`config.mk`:
```
export PLATFORM = sky130hd
export DESIGN_NAME = lmq_regs
export DESIGN_NICKNAME = d
export VERILOG_FILES = /design/src/logic/lmq_pkg.sv /design/src/logic/lmq_ring_if.sv /design/src/logic/lmq_event_unit.sv /design/src/logic/lmq_regs.sv /design/src/logic/lmq_ring_store.sv
export SDC_FILE = /design/constraint.sdc
export NUM_CORES = 2
export LEC_CHECK = 0
export BUFFER_PORTS_ARGS = -buffer_cell sky130_fd_sc_hd__buf_2
export CAP_MARGIN = 30
export CORE_ASPECT_RATIO = 1.1
export CORE_MARGIN = 4
export CORE_UTILIZATION = 45
export DETAILED_ROUTE_END_ITERATION = 8
export HOLD_SLACK_MARGIN = 0.06
export PLACE_DENSITY = 0.71
export REMOVE_ABC_BUFFERS = 1
export SLEW_MARGIN = 5
export SYNTH_ARGS = -nofsm -noshare
export SYNTH_HDL_FRONTEND = slang
export SYNTH_SLANG_ARGS = --single-unit
```
`constraint.sdc`:
```
create_clock -name clk -period 10.1 [get_ports clk]
set_input_delay 1.515 -clock clk [delete_from_list [all_inputs] [get_ports clk]]
set_output_delay 1.515 -clock clk [all_outputs]
set_load 0.01 [all_outputs]
```
`src/logic/lmq_pkg.sv`:
```
// Package for the legacy page-based queue register bank.
// Assumes a single 20 MHz clock and synchronous active-high reset.
package lmq_pkg;
  // Register byte offsets
  localparam logic [11:0] LMQ_OFS_SIGNATURE   = 12'h000;
  localparam logic [11:0] LMQ_OFS_VERSION     = 12'h004;
  localparam logic [11:0] LMQ_OFS_DEV_IDENT   = 12'h008;
  localparam logic [11:0] LMQ_OFS_VEN_IDENT   = 12'h00c;
  localparam logic [11:0] LMQ_OFS_OFFER_FEAT  = 12'h010;
  localparam logic [11:0] LMQ_OFS_OFFER_SEL   = 12'h014;
  localparam logic [11:0] LMQ_OFS_ACCEPT_FEAT = 12'h020;
  localparam logic [11:0] LMQ_OFS_ACCEPT_SEL  = 12'h024;
  localparam logic [11:0] LMQ_OFS_PAGE_BYTES  = 12'h028;
  localparam logic [11:0] LMQ_OFS_RING_SEL    = 12'h030;
  localparam logic [11:0] LMQ_OFS_RING_MAX    = 12'h034;
  localparam logic [11:0] LMQ_OFS_RING_COUNT  = 12'h038;
  localparam logic [11:0] LMQ_OFS_USED_ALIGN  = 12'h03c;
  localparam logic [11:0] LMQ_OFS_PAGE_FRAME  = 12'h040;
  localparam logic [11:0] LMQ_OFS_DOORBELL    = 12'h050;
  localparam logic [11:0] LMQ_OFS_EVENT_FLAGS = 12'h060;
  localparam logic [11:0] LMQ_OFS_EVENT_CLEAR = 12'h064;
  localparam logic [11:0] LMQ_OFS_STATUS      = 12'h070;
  // Fixed read values
  localparam logic [31:0] LMQ_LAYOUT_VERSION  = 32'h0000_0001;
  localparam logic [31:0] LMQ_ZERO_WORD       = 32'h0000_0000;
  // Sizes of the bank
  localparam int          LMQ_NUM_RINGS       = 4;
  localparam int          LMQ_RING_W          = 2;
  localparam int          LMQ_FEAT_WORDS      = 2;
  localparam int          LMQ_EVENT_BITS      = 2;
  // Values after reset
  localparam logic [31:0] LMQ_RST_PAGE_BYTES  = 32'h0000_1000;
  localparam logic [31:0] LMQ_RST_ALIGN       = 32'h0000_1000;
endpackage

```
`src/logic/lmq_ring_if.sv`:
```
// Interface carrying per-ring store accesses between bank and ring store.
// Assumes one clock shared by both ends.
`timescale 1ns/1ps
interface lmq_ring_if;
  import lmq_pkg::*;
  logic [LMQ_RING_W-1:0] sel;
  logic                  wr_count;
  logic                  wr_align;
  logic                  wr_frame;
  logic                  clear_all;
  logic [31:0]           wdata;
  logic [31:0]           count;
  logic [31:0]           align;
  logic [31:0]           frame;
  modport bank  (output sel, wr_count, wr_align, wr_frame, clear_all,
                 wdata, input count, align, frame);
  modport store (input sel, wr_count, wr_align, wr_frame, clear_all,
                 wdata, output count, align, frame);
endinterface

```
`src/logic/lmq_event_unit.sv`:
```
// Sticky event flags with acknowledge and one interrupt line.
// Assumes events are one-cycle pulses from device logic.
`timescale 1ns/1ps
module lmq_event_unit
  import lmq_pkg::*;
(
  input  wire logic                      clk,
  input  wire logic                      srst,
  input  wire logic                      ce,
  input  wire logic [LMQ_EVENT_BITS-1:0] event_set,
  input  wire logic                      ack_we,
  input  wire logic [LMQ_EVENT_BITS-1:0] ack_mask,
  input  wire logic                      clear_all,
  output logic      [LMQ_EVENT_BITS-1:0] flags,
  output logic                           irq
);
  always_ff @(posedge clk)
  begin
    if (srst)
      flags <= '0;
    else if (ce)
    begin
      if (clear_all)
        flags <= event_set;
      else
        flags <= (flags & ~(ack_we ? ack_mask : '0)) | event_set;
    end
  end

  assign irq = |flags;

  AST_EVENT_STICKS: assert property (@(posedge clk) disable iff (srst)
    ce && event_set[0] |=> flags[0])
    else $error("event flag not set");
  AST_IRQ_LEVEL: assert property (@(posedge clk) disable iff (srst)
    ce && event_set != '0 |=> irq)
    else $error("interrupt line mismatch");
  AST_IRQ_HOLDS: assert property (@(posedge clk) disable iff (srst)
    ce && irq && !ack_we && !clear_all |=> irq)
    else $error("interrupt dropped without ack");
  AST_FLAG_HOLDS: assert property (@(posedge clk) disable iff (srst)
    flags[1] && ce && !ack_we && !clear_all |=> flags[1])
    else $error("flag dropped without ack");
endmodule

```
`src/logic/lmq_regs.sv`:
```
// Legacy page-based queue register bank of a paravirtual device.
// Assumes 32-bit aligned word accesses synchronous to clk; one-cycle
// read latency; reads of write-only or unmapped offsets return zero.
`timescale 1ns/1ps
module lmq_regs
  import lmq_pkg::*;
#(
  parameter logic [31:0] SIGNATURE  = 32'h0000_0000, // Arbitrary value
  parameter logic [31:0] DEV_IDENT  = 32'h0000_0001, // Arbitrary value
  parameter logic [31:0] VEN_IDENT  = 32'h0000_0002, // Arbitrary value
  parameter logic [31:0] RING_MAX   = 32'h0000_0100,
  parameter logic [31:0] OFFER_W0   = 32'h0000_0001,
  parameter logic [31:0] OFFER_W1   = 32'h0000_0000
)
(
  input  wire logic                      clk,
  input  wire logic                      srst,
  input  wire logic                      ce,
  input  wire logic                      reg_wr,
  input  wire logic                      reg_rd,
  input  wire logic [11:0]               reg_addr,
  input  wire logic [31:0]               reg_wdata,
  output logic      [31:0]               reg_rdata,
  output logic                           reg_rvalid,
  input  wire logic [LMQ_EVENT_BITS-1:0] event_set,
  output logic                           irq,
  output logic      [31:0]               accepted_w0,
  output logic      [31:0]               accepted_w1,
  output logic      [31:0]               dev_status,
  output logic                           doorbell_pulse,
  output logic      [15:0]               doorbell_ring,
  output logic      [63:0]               ring_base,
  output logic      [63:0]               used_base,
  output logic                           ring_active
);
  logic [31:0]               offer_sel;
  logic [31:0]               accept_sel;
  logic [31:0]               page_bytes;
  logic [31:0]               ring_sel;
  logic [LMQ_EVENT_BITS-1:0] flags;
  logic                      wr_zero_status;
  logic                      sel_valid;
  logic [63:0]               desc_end;
  logic [63:0]               base_prod;
  logic [63:0]               align_m1;
  logic [31:0]               rd_word;
  lmq_ring_if                rif ();

  assign wr_zero_status = reg_wr && reg_addr == LMQ_OFS_STATUS
                          && reg_wdata == LMQ_ZERO_WORD;
  assign sel_valid = ring_sel < 32'(LMQ_NUM_RINGS);

  // Selectors and page size
  always_ff @(posedge clk)
  begin
    if (srst)
    begin
      offer_sel  <= LMQ_ZERO_WORD;
      accept_sel <= LMQ_ZERO_WORD;
      page_bytes <= LMQ_RST_PAGE_BYTES;
      ring_sel   <= LMQ_ZERO_WORD;
    end
    else if (ce && reg_wr)
    begin
      if (reg_addr == LMQ_OFS_OFFER_SEL)
        offer_sel <= reg_wdata;
      if (reg_addr == LMQ_OFS_ACCEPT_SEL)
        accept_sel <= reg_wdata;
      if (reg_addr == LMQ_OFS_PAGE_BYTES)
        page_bytes <= reg_wdata;
      if (reg_addr == LMQ_OFS_RING_SEL)
        ring_sel <= reg_wdata;
    end
  end

  always_ff @(posedge clk)
  begin
    if (srst || (ce && wr_zero_status))
    begin
      accepted_w0 <= LMQ_ZERO_WORD;
      accepted_w1 <= LMQ_ZERO_WORD;
    end
    else if (ce && reg_wr && reg_addr == LMQ_OFS_ACCEPT_FEAT)
    begin
      if (accept_sel == 32'h0000_0000)
        accepted_w0 <= reg_wdata;
      else if (accept_sel == 32'h0000_0001)
        accepted_w1 <= reg_wdata;
    end
  end

  always_ff @(posedge clk)
  begin
    if (srst)
      dev_status <= LMQ_ZERO_WORD;
    else if (ce && reg_wr && reg_addr == LMQ_OFS_STATUS)
    begin
      if (reg_wdata == LMQ_ZERO_WORD)
        dev_status <= LMQ_ZERO_WORD;
      else
        dev_status <= dev_status | reg_wdata;
    end
  end

  // Doorbell pulse with low 16 bits
  always_ff @(posedge clk)
  begin
    if (srst)
    begin
      doorbell_pulse <= 1'b0;
      doorbell_ring  <= 16'h0000;
    end
    else if (ce)
    begin
      doorbell_pulse <= reg_wr && reg_addr == LMQ_OFS_DOORBELL;
      if (reg_wr && reg_addr == LMQ_OFS_DOORBELL)
        doorbell_ring <= reg_wdata[15:0];
    end
  end

  // Ring store writes, only for existing rings
  assign rif.sel       = ring_sel[LMQ_RING_W-1:0];
  assign rif.wdata     = reg_wdata;
  assign rif.clear_all = ce && wr_zero_status;
  assign rif.wr_count  = reg_wr && sel_valid && reg_addr == LMQ_OFS_RING_COUNT;
  assign rif.wr_align  = reg_wr && sel_valid && reg_addr == LMQ_OFS_USED_ALIGN;
  assign rif.wr_frame  = reg_wr && sel_valid && reg_addr == LMQ_OFS_PAGE_FRAME;

  lmq_ring_store u_store (
    .clk  (clk),
    .srst (srst),
    .ce   (ce),
    .rif  (rif.store)
  );

  lmq_event_unit u_event (
    .clk       (clk),
    .srst      (srst),
    .ce        (ce),
    .event_set (event_set),
    .ack_we    (reg_wr && reg_addr == LMQ_OFS_EVENT_CLEAR),
    .ack_mask  (reg_wdata[LMQ_EVENT_BITS-1:0]),
    .clear_all (wr_zero_status),
    .flags     (flags),
    .irq       (irq)
  );

  // Read mux
  always_comb
  begin
    rd_word = LMQ_ZERO_WORD;
    unique case (reg_addr)
      LMQ_OFS_SIGNATURE:   rd_word = SIGNATURE;
      LMQ_OFS_VERSION:     rd_word = LMQ_LAYOUT_VERSION;
      LMQ_OFS_DEV_IDENT:   rd_word = DEV_IDENT;
      LMQ_OFS_VEN_IDENT:   rd_word = VEN_IDENT;
      LMQ_OFS_OFFER_FEAT:
        rd_word = offer_sel == 32'h0000_0000 ? OFFER_W0 :
                  offer_sel == 32'h0000_0001 ? OFFER_W1 : LMQ_ZERO_WORD;
      LMQ_OFS_RING_MAX:    rd_word = sel_valid ? RING_MAX : LMQ_ZERO_WORD;
      LMQ_OFS_PAGE_FRAME:  rd_word = sel_valid ? rif.frame : LMQ_ZERO_WORD;
      LMQ_OFS_EVENT_FLAGS: rd_word = 32'(flags);
      LMQ_OFS_STATUS:      rd_word = dev_status;
      default:             rd_word = LMQ_ZERO_WORD;
    endcase
  end

  // Registered read data
  always_ff @(posedge clk)
  begin
    if (srst)
    begin
      reg_rdata  <= LMQ_ZERO_WORD;
      reg_rvalid <= 1'b0;
    end
    else if (ce)
    begin
      reg_rvalid <= reg_rd;
      if (reg_rd)
        reg_rdata <= rd_word;
    end
  end

  assign base_prod = 64'(rif.frame) * 64'(page_bytes);
  assign desc_end = base_prod
                    + 64'(rif.count) * 64'h0000_0000_0000_0010
                    + 64'h0000_0000_0000_0006
                    + 64'(rif.count) * 64'h0000_0000_0000_0002;
  assign align_m1 = 64'(rif.align) - 64'h0000_0000_0000_0001;

  always_ff @(posedge clk)
  begin
    if (srst)
    begin
      ring_base   <= 64'h0000_0000_0000_0000;
      used_base   <= 64'h0000_0000_0000_0000;
      ring_active <= 1'b0;
    end
    else if (ce)
    begin
      ring_base   <= base_prod;
      used_base   <= (desc_end + align_m1) & ~align_m1;
      ring_active <= sel_valid && rif.frame != LMQ_ZERO_WORD;
    end
  end

  // Checks on register behaviour
  // version reads one
  AST_VERSION_ONE: assert property (@(posedge clk) disable iff (srst)
    ce && reg_rd && reg_addr == LMQ_OFS_VERSION
    |=> reg_rvalid && reg_rdata == 32'h0000_0001)
    else $error("version not one");

  AST_MAX_ABSENT: assert property (@(posedge clk) disable iff (srst)
    ce && reg_rd && reg_addr == LMQ_OFS_RING_MAX && !sel_valid
    |=> reg_rdata == 32'h0000_0000)
    else $error("absent ring max not zero");

  AST_MAX_PRESENT: assert property (@(posedge clk) disable iff (srst)
    ce && reg_rd && reg_addr == LMQ_OFS_RING_MAX && sel_valid
    |=> reg_rdata == RING_MAX)
    else $error("present ring max wrong");

  AST_FRAME_READBACK: assert property (@(posedge clk) disable iff (srst)
    ce && reg_wr && reg_addr == LMQ_OFS_PAGE_FRAME && sel_valid
    ##1 ce && !reg_wr
    ##1 ce && reg_rd && reg_addr == LMQ_OFS_PAGE_FRAME && !reg_wr
    |=> reg_rdata == $past(reg_wdata, 3))
    else $error("frame readback mismatch");

  AST_FRAME_ABSENT: assert property (@(posedge clk) disable iff (srst)
    ce && reg_rd && reg_addr == LMQ_OFS_PAGE_FRAME && !sel_valid
    |=> reg_rdata == 32'h0000_0000)
    else $error("absent ring frame not zero");

  AST_STATUS_CLEARS: assert property (@(posedge clk) disable iff (srst)
    ce && wr_zero_status ##1 ce && !reg_wr |=> rif.frame == 32'h0000_0000)
    else $error("frame not cleared by status zero");

  AST_STATUS_SETS: assert property (@(posedge clk) disable iff (srst)
    ce && reg_wr && reg_addr == LMQ_OFS_STATUS && reg_wdata != 32'h0000_0000
    |=> dev_status == ($past(dev_status) | $past(reg_wdata)))
    else $error("status flags not set");

  AST_STATUS_ZERO: assert property (@(posedge clk) disable iff (srst)
    ce && wr_zero_status |=> dev_status == 32'h0000_0000
    && accepted_w0 == 32'h0000_0000 && accepted_w1 == 32'h0000_0000)
    else $error("status zero did not reset");

  AST_ACCEPT_W1: assert property (@(posedge clk) disable iff (srst)
    ce && reg_wr && reg_addr == LMQ_OFS_ACCEPT_FEAT
    && accept_sel == 32'h0000_0001 |=> accepted_w1 == $past(reg_wdata))
    else $error("accepted word not captured");

  AST_ACCEPT_W0: assert property (@(posedge clk) disable iff (srst)
    ce && reg_wr && reg_addr == LMQ_OFS_ACCEPT_FEAT
    && accept_sel == 32'h0000_0000 |=> accepted_w0 == $past(reg_wdata))
    else $error("accepted word zero not captured");

  AST_ACTIVE_ZERO: assert property (@(posedge clk) disable iff (srst)
    ce && rif.frame == 32'h0000_0000 |=> !ring_active)
    else $error("zero frame seen as active");

  AST_ACTIVE_SET: assert property (@(posedge clk) disable iff (srst)
    ce && sel_valid && rif.frame != 32'h0000_0000 |=> ring_active)
    else $error("configured ring not active");

  AST_BASE_PRODUCT: assert property (@(posedge clk) disable iff (srst)
    ce |=> ring_base == $past(base_prod))
    else $error("ring base wrong");

  AST_OFFER_SEL: assert property (@(posedge clk) disable iff (srst)
    ce && reg_rd && reg_addr == LMQ_OFS_OFFER_FEAT
    && offer_sel == 32'h0000_0001 |=> reg_rdata == OFFER_W1)
    else $error("offered word wrong");

  AST_OFFER_W0: assert property (@(posedge clk) disable iff (srst)
    ce && reg_rd && reg_addr == LMQ_OFS_OFFER_FEAT
    && offer_sel == 32'h0000_0000 |=> reg_rdata == OFFER_W0)
    else $error("offered word zero wrong");

  AST_DEV_IDENT: assert property (@(posedge clk) disable iff (srst)
    ce && reg_rd && reg_addr == LMQ_OFS_DEV_IDENT |=> reg_rdata == DEV_IDENT)
    else $error("device identifier wrong");

  AST_SEL_TAKEN: assert property (@(posedge clk) disable iff (srst)
    ce && reg_wr && reg_addr == LMQ_OFS_RING_SEL
    |=> ring_sel == $past(reg_wdata))
    else $error("selector not taken");

  AST_SEL_FROZEN: assert property (@(posedge clk) disable iff (srst)
    !ce |=> $stable(ring_sel))
    else $error("selector moved while disabled");
endmodule

```
`src/logic/lmq_ring_store.sv`:
```
// Small per-ring memory: element count, used-ring alignment, page frame.
// Assumes writes come from the register bank; read data are registered.
`timescale 1ns/1ps
module lmq_ring_store
  import lmq_pkg::*;
(
  input  wire logic clk,
  input  wire logic srst,
  input  wire logic ce,
  lmq_ring_if.store rif
);
  logic [31:0] count_mem [LMQ_NUM_RINGS];
  logic [31:0] align_mem [LMQ_NUM_RINGS];
  logic [31:0] frame_mem [LMQ_NUM_RINGS];

  // One entry per ring
  for (genvar g = 0; g < LMQ_NUM_RINGS; g++)
  begin : g_ring
    always_ff @(posedge clk)
    begin
      if (srst)
      begin
        count_mem[g] <= LMQ_ZERO_WORD;
        align_mem[g] <= LMQ_RST_ALIGN;
        frame_mem[g] <= LMQ_ZERO_WORD;
      end
      else if (ce)
      begin
        if (rif.wr_count && rif.sel == LMQ_RING_W'(g))
          count_mem[g] <= rif.wdata;
        if (rif.wr_align && rif.sel == LMQ_RING_W'(g))
          align_mem[g] <= rif.wdata;
        if (rif.clear_all)
          frame_mem[g] <= LMQ_ZERO_WORD;
        else if (rif.wr_frame && rif.sel == LMQ_RING_W'(g))
          frame_mem[g] <= rif.wdata;
      end
    end
  end

  // Registered read of selected entry
  always_ff @(posedge clk)
  begin
    if (srst)
    begin
      rif.count <= LMQ_ZERO_WORD;
      rif.align <= LMQ_RST_ALIGN;
      rif.frame <= LMQ_ZERO_WORD;
    end
    else if (ce)
    begin
      rif.count <= count_mem[rif.sel];
      rif.align <= align_mem[rif.sel];
      rif.frame <= frame_mem[rif.sel];
    end
  end
endmodule

```
==> out/results.txt <==
Status: completed
Initial Utilization: 0.452
Num rows: 156
Unique cell type count in the Yosys netlist: 95
Critical path's largest stage delay: 0.58 ns
Final nets: 9582
Crit. End Element: flip-flop
WL final: 239000 um
Number of synthesized flops with an enable pin: 384
# setup viols final: 0
Worst reg-to-reg setup slack: 0.03 ns
GRT Overall Usage: 0.273
DRT iter0 DRCs: 5082
Post-synth ARST share: 0
Clk_lat worst skew: 0.74 ns
Antenna Nets Post-Route: 0
Most frequent cell after synthesis: nand2_1
First drt pass iteration count: 6
Total CTS buffers: 92
GPL Wtd Cong: 0.980
First-pass GRT wire length: 361000 um
Worst Path Arrival: 10.67 ns
CTS H-tree lvls: 3
Yosys warning total: 0
Worst path bufs/invs: 11
Port Buf Inserts: 326
Layout cells sized above 1: 0.188
PwrDens: 94.1 mW/mm2
Max Transition Viols Final: 0
Delay-heaviest family, CP: adder cells
Reg2reg end: used_base[63]$_SDFFE_PP0P_
Static Leak: 39.4 nW
Initial antenna violation count: 11
DR WL/cell: 22.8 um
Slew HR: 0.314
Mapped cell area: 0.0744 mm2
I/O pin count: 327
Synth top cells by count: nand2_1, inv_1, fa_1
Area Overhead vs Synth: 17.3%
Most used cell, CP: buf_4
Hold Crit Class: reg2reg
Clock Skews: 0.0538 ns
Actual slew at the worst max-slew pin: 1.03 ns
Grt total ovfl: 0
Utilization after layout: 0.531
Hold Path Cell Cnt: 2
CTS tree: yes
Synth top area cells: fa_1, edfxtp_1, dfxtp_1
DR vias/cell: 5.52
Max Cap Violations: 0
Largest net degree at the start of global routing: 146
Unrepaired setup endpoints after global routing: yes
Syn avg cell area: 9.75 um2
Fill count: 14409
Top cell type's share of synthesized area: 0.259
Pwr Total: 0.00821 W
Critical path peak fanout: 6
Die Height: 434 um
CTS max path bufs: 3
Core Area: 0.164 mm2
Startpoint Class: flip-flop
Worst IR Drop VDD: 0.127 mV
Vias: 57841
DPL Wire Length: 180000 um
Cell count of the worst reg-to-reg path: 39
Register area share after synthesis: 0.290
Cells after synthesis: 7628
CP max-delay cell: fa_1
Vias in the first global route: 60006
Clock tree root driver cell: clkbuf_16
Die area: 0.172 mm2
Reg clk slew, reported paths: 0.06 ns
Worst Path Required: 10.70 ns
Worst Hold End: accepted_w1[27]$_SDFFE_PP0P_
Hold-fix buffers, CTS: 0
Synthesis-stage register bit count: 885
Post-synth top flop: dfxtp_1
Fmax: 99.3 MHz
Reg2reg start: u_store.rif.frame[18]$_SDFFE_PP0P_
Kind of critical path: reg2reg
Tcrit/Tclk final: 0.997
Hold Startpoint: accepted_w1[27]$_SDFFE_PP0P_
Num Clock Sinks: 885
Synth area leader: fa_1
DR DRC count: 0
Final hold vios: 0
Die width: 396 um
Period minus WS final: 10.07 ns
==> power breakdown <==
group | switching (W) | internal, W | leakage, nW
Sequential | 0.0000437 | 0.00380 | 8.06
Combinational | 0.000523 | 0.000281 | 29.8
Clock | 0.00158 | 0.00198 | 1.52
==> cell usage in the layout, fill, tap and decap left out, types with 68 or more instances in the layout <==
cell type / count
dfxtp_1: 467
ha_1: 353
buf_2: 324
a21o_1: 68
clkbuf_16: 94
mux2i_1: 152
a21oi_1: 392
nand2_1: 1118
nor2_1: 355
fa_1: 944
inv_1: 976
buf_4: 608
edfxtp_1: 384
xnor2_1: 71
and2_1: 846
mux4_2: 96
==> worst register-to-register path: cells and delay by family (launching register included) <==
kind	cells	cell delay [ns]
flops	1	0.36
compound gates	6	1.28
simple gates	8	1.07
fa+ha+maj	12	5.47
xor+xnor	2	0.33
buf+inv	11	1.43
==> repair_timing <==
action | CTS | global route
setup buffers | 8 | 36
gates cloned | 0 | 2
endpoints found under the setup margin | 24 | 38
resized for setup | 81 | 250
pin swaps | 19 | 111
==> area by class of cell <==
type                    count  area [um2]  area share
inverters                 983        3700      0.0424
clock inverters            55         638     0.00732
clock buffers             119        2500      0.0287
repair buffers           1008        7500      0.0860
flip-flops and latches    885       21600       0.248
well taps                2212        2770      0.0317
diodes                      4        10.0    0.000115
multi-input cells        5215       48500       0.556
==> cells by family after synthesis <==
group	count (synthesis)	share of synthesized area
muxes	249	0.0497
buffers and inverters	1528	0.0779
DFF	885	0.290
and+or+nand+nor	2640	0.172
AOI/OAI and AO/OA	831	0.0690
xor gates and xnor gates	149	0.0177
adders and majority gates	1346	0.323
==> per-stage QoR <==
step	instance area, um2	hold WS (ns)	setup slack, ns	std cells	setup TNS (ns)
floorplan	72300	0.430	0.401	7083	0
global placement	82000	0.435	-0.999	10251	-6.01
detailed placement	82100	0.440	-1.02	10257	-7.43
CTS	85600	0.450	0.00132	10438	0
global route	87200	0.469	-0.235	10477	-1.37
finish	87200	0.448	0.0255	10481	0
==> flip-flops by register name, indices dropped and copies added (netlist names) <==
register and cells:
reg_rvalid 1, doorbell_pulse 1, u_store.rif.frame 32, accepted_w0 32, used_base 64, u_store.rif.align 32
offer_sel 32, reg_rdata 32, u_store.count_mem 128, doorbell_ring 16, accept_sel 32, page_bytes 32
ring_sel 32, accepted_w1 32, u_store.align_mem 128, u_store.frame_mem 128, ring_active 1, ring_base 64
dev_status 32, u_event.flags 2, u_store.rif.count 32
==> how the worst max path moves through the flow <==
stage,start,end,depth (start not counted)
6_report,u_store.rif.frame[18]$_SDFFE_PP0P_,used_base[63]$_SDFFE_PP0P_,39
5_1_grt,u_store.rif.frame[18]$_SDFFE_PP0P_,used_base[63]$_SDFFE_PP0P_,39
4_1_cts,page_bytes[10]$_SDFFE_PP0P_,used_base[63]$_SDFFE_PP0P_,38
3_5_place_dp,u_store.rif.frame[7]$_SDFFE_PP0P_,used_base[63]$_SDFFE_PP0P_,40
3_3_place_gp,u_store.rif.frame[7]$_SDFFE_PP0P_,used_base[63]$_SDFFE_PP0P_,40
2_1_floorplan,u_store.rif.frame[12]$_SDFFE_PP0P_,used_base[61]$_SDFFE_PP0P_,35
==> routing by layer <==
layer / GRT usage / wire length (um) / part of all wire
met1: 0.350 / 92900 / 0.39
met2: 0.430 / 108000 / 0.45
met3: 0.0828 / 26300 / 0.11
met4: 0.117 / 11200 / 0.047
met5: 0.00335 / 125 / 0.00052
(Power assumes the default switching activity.)
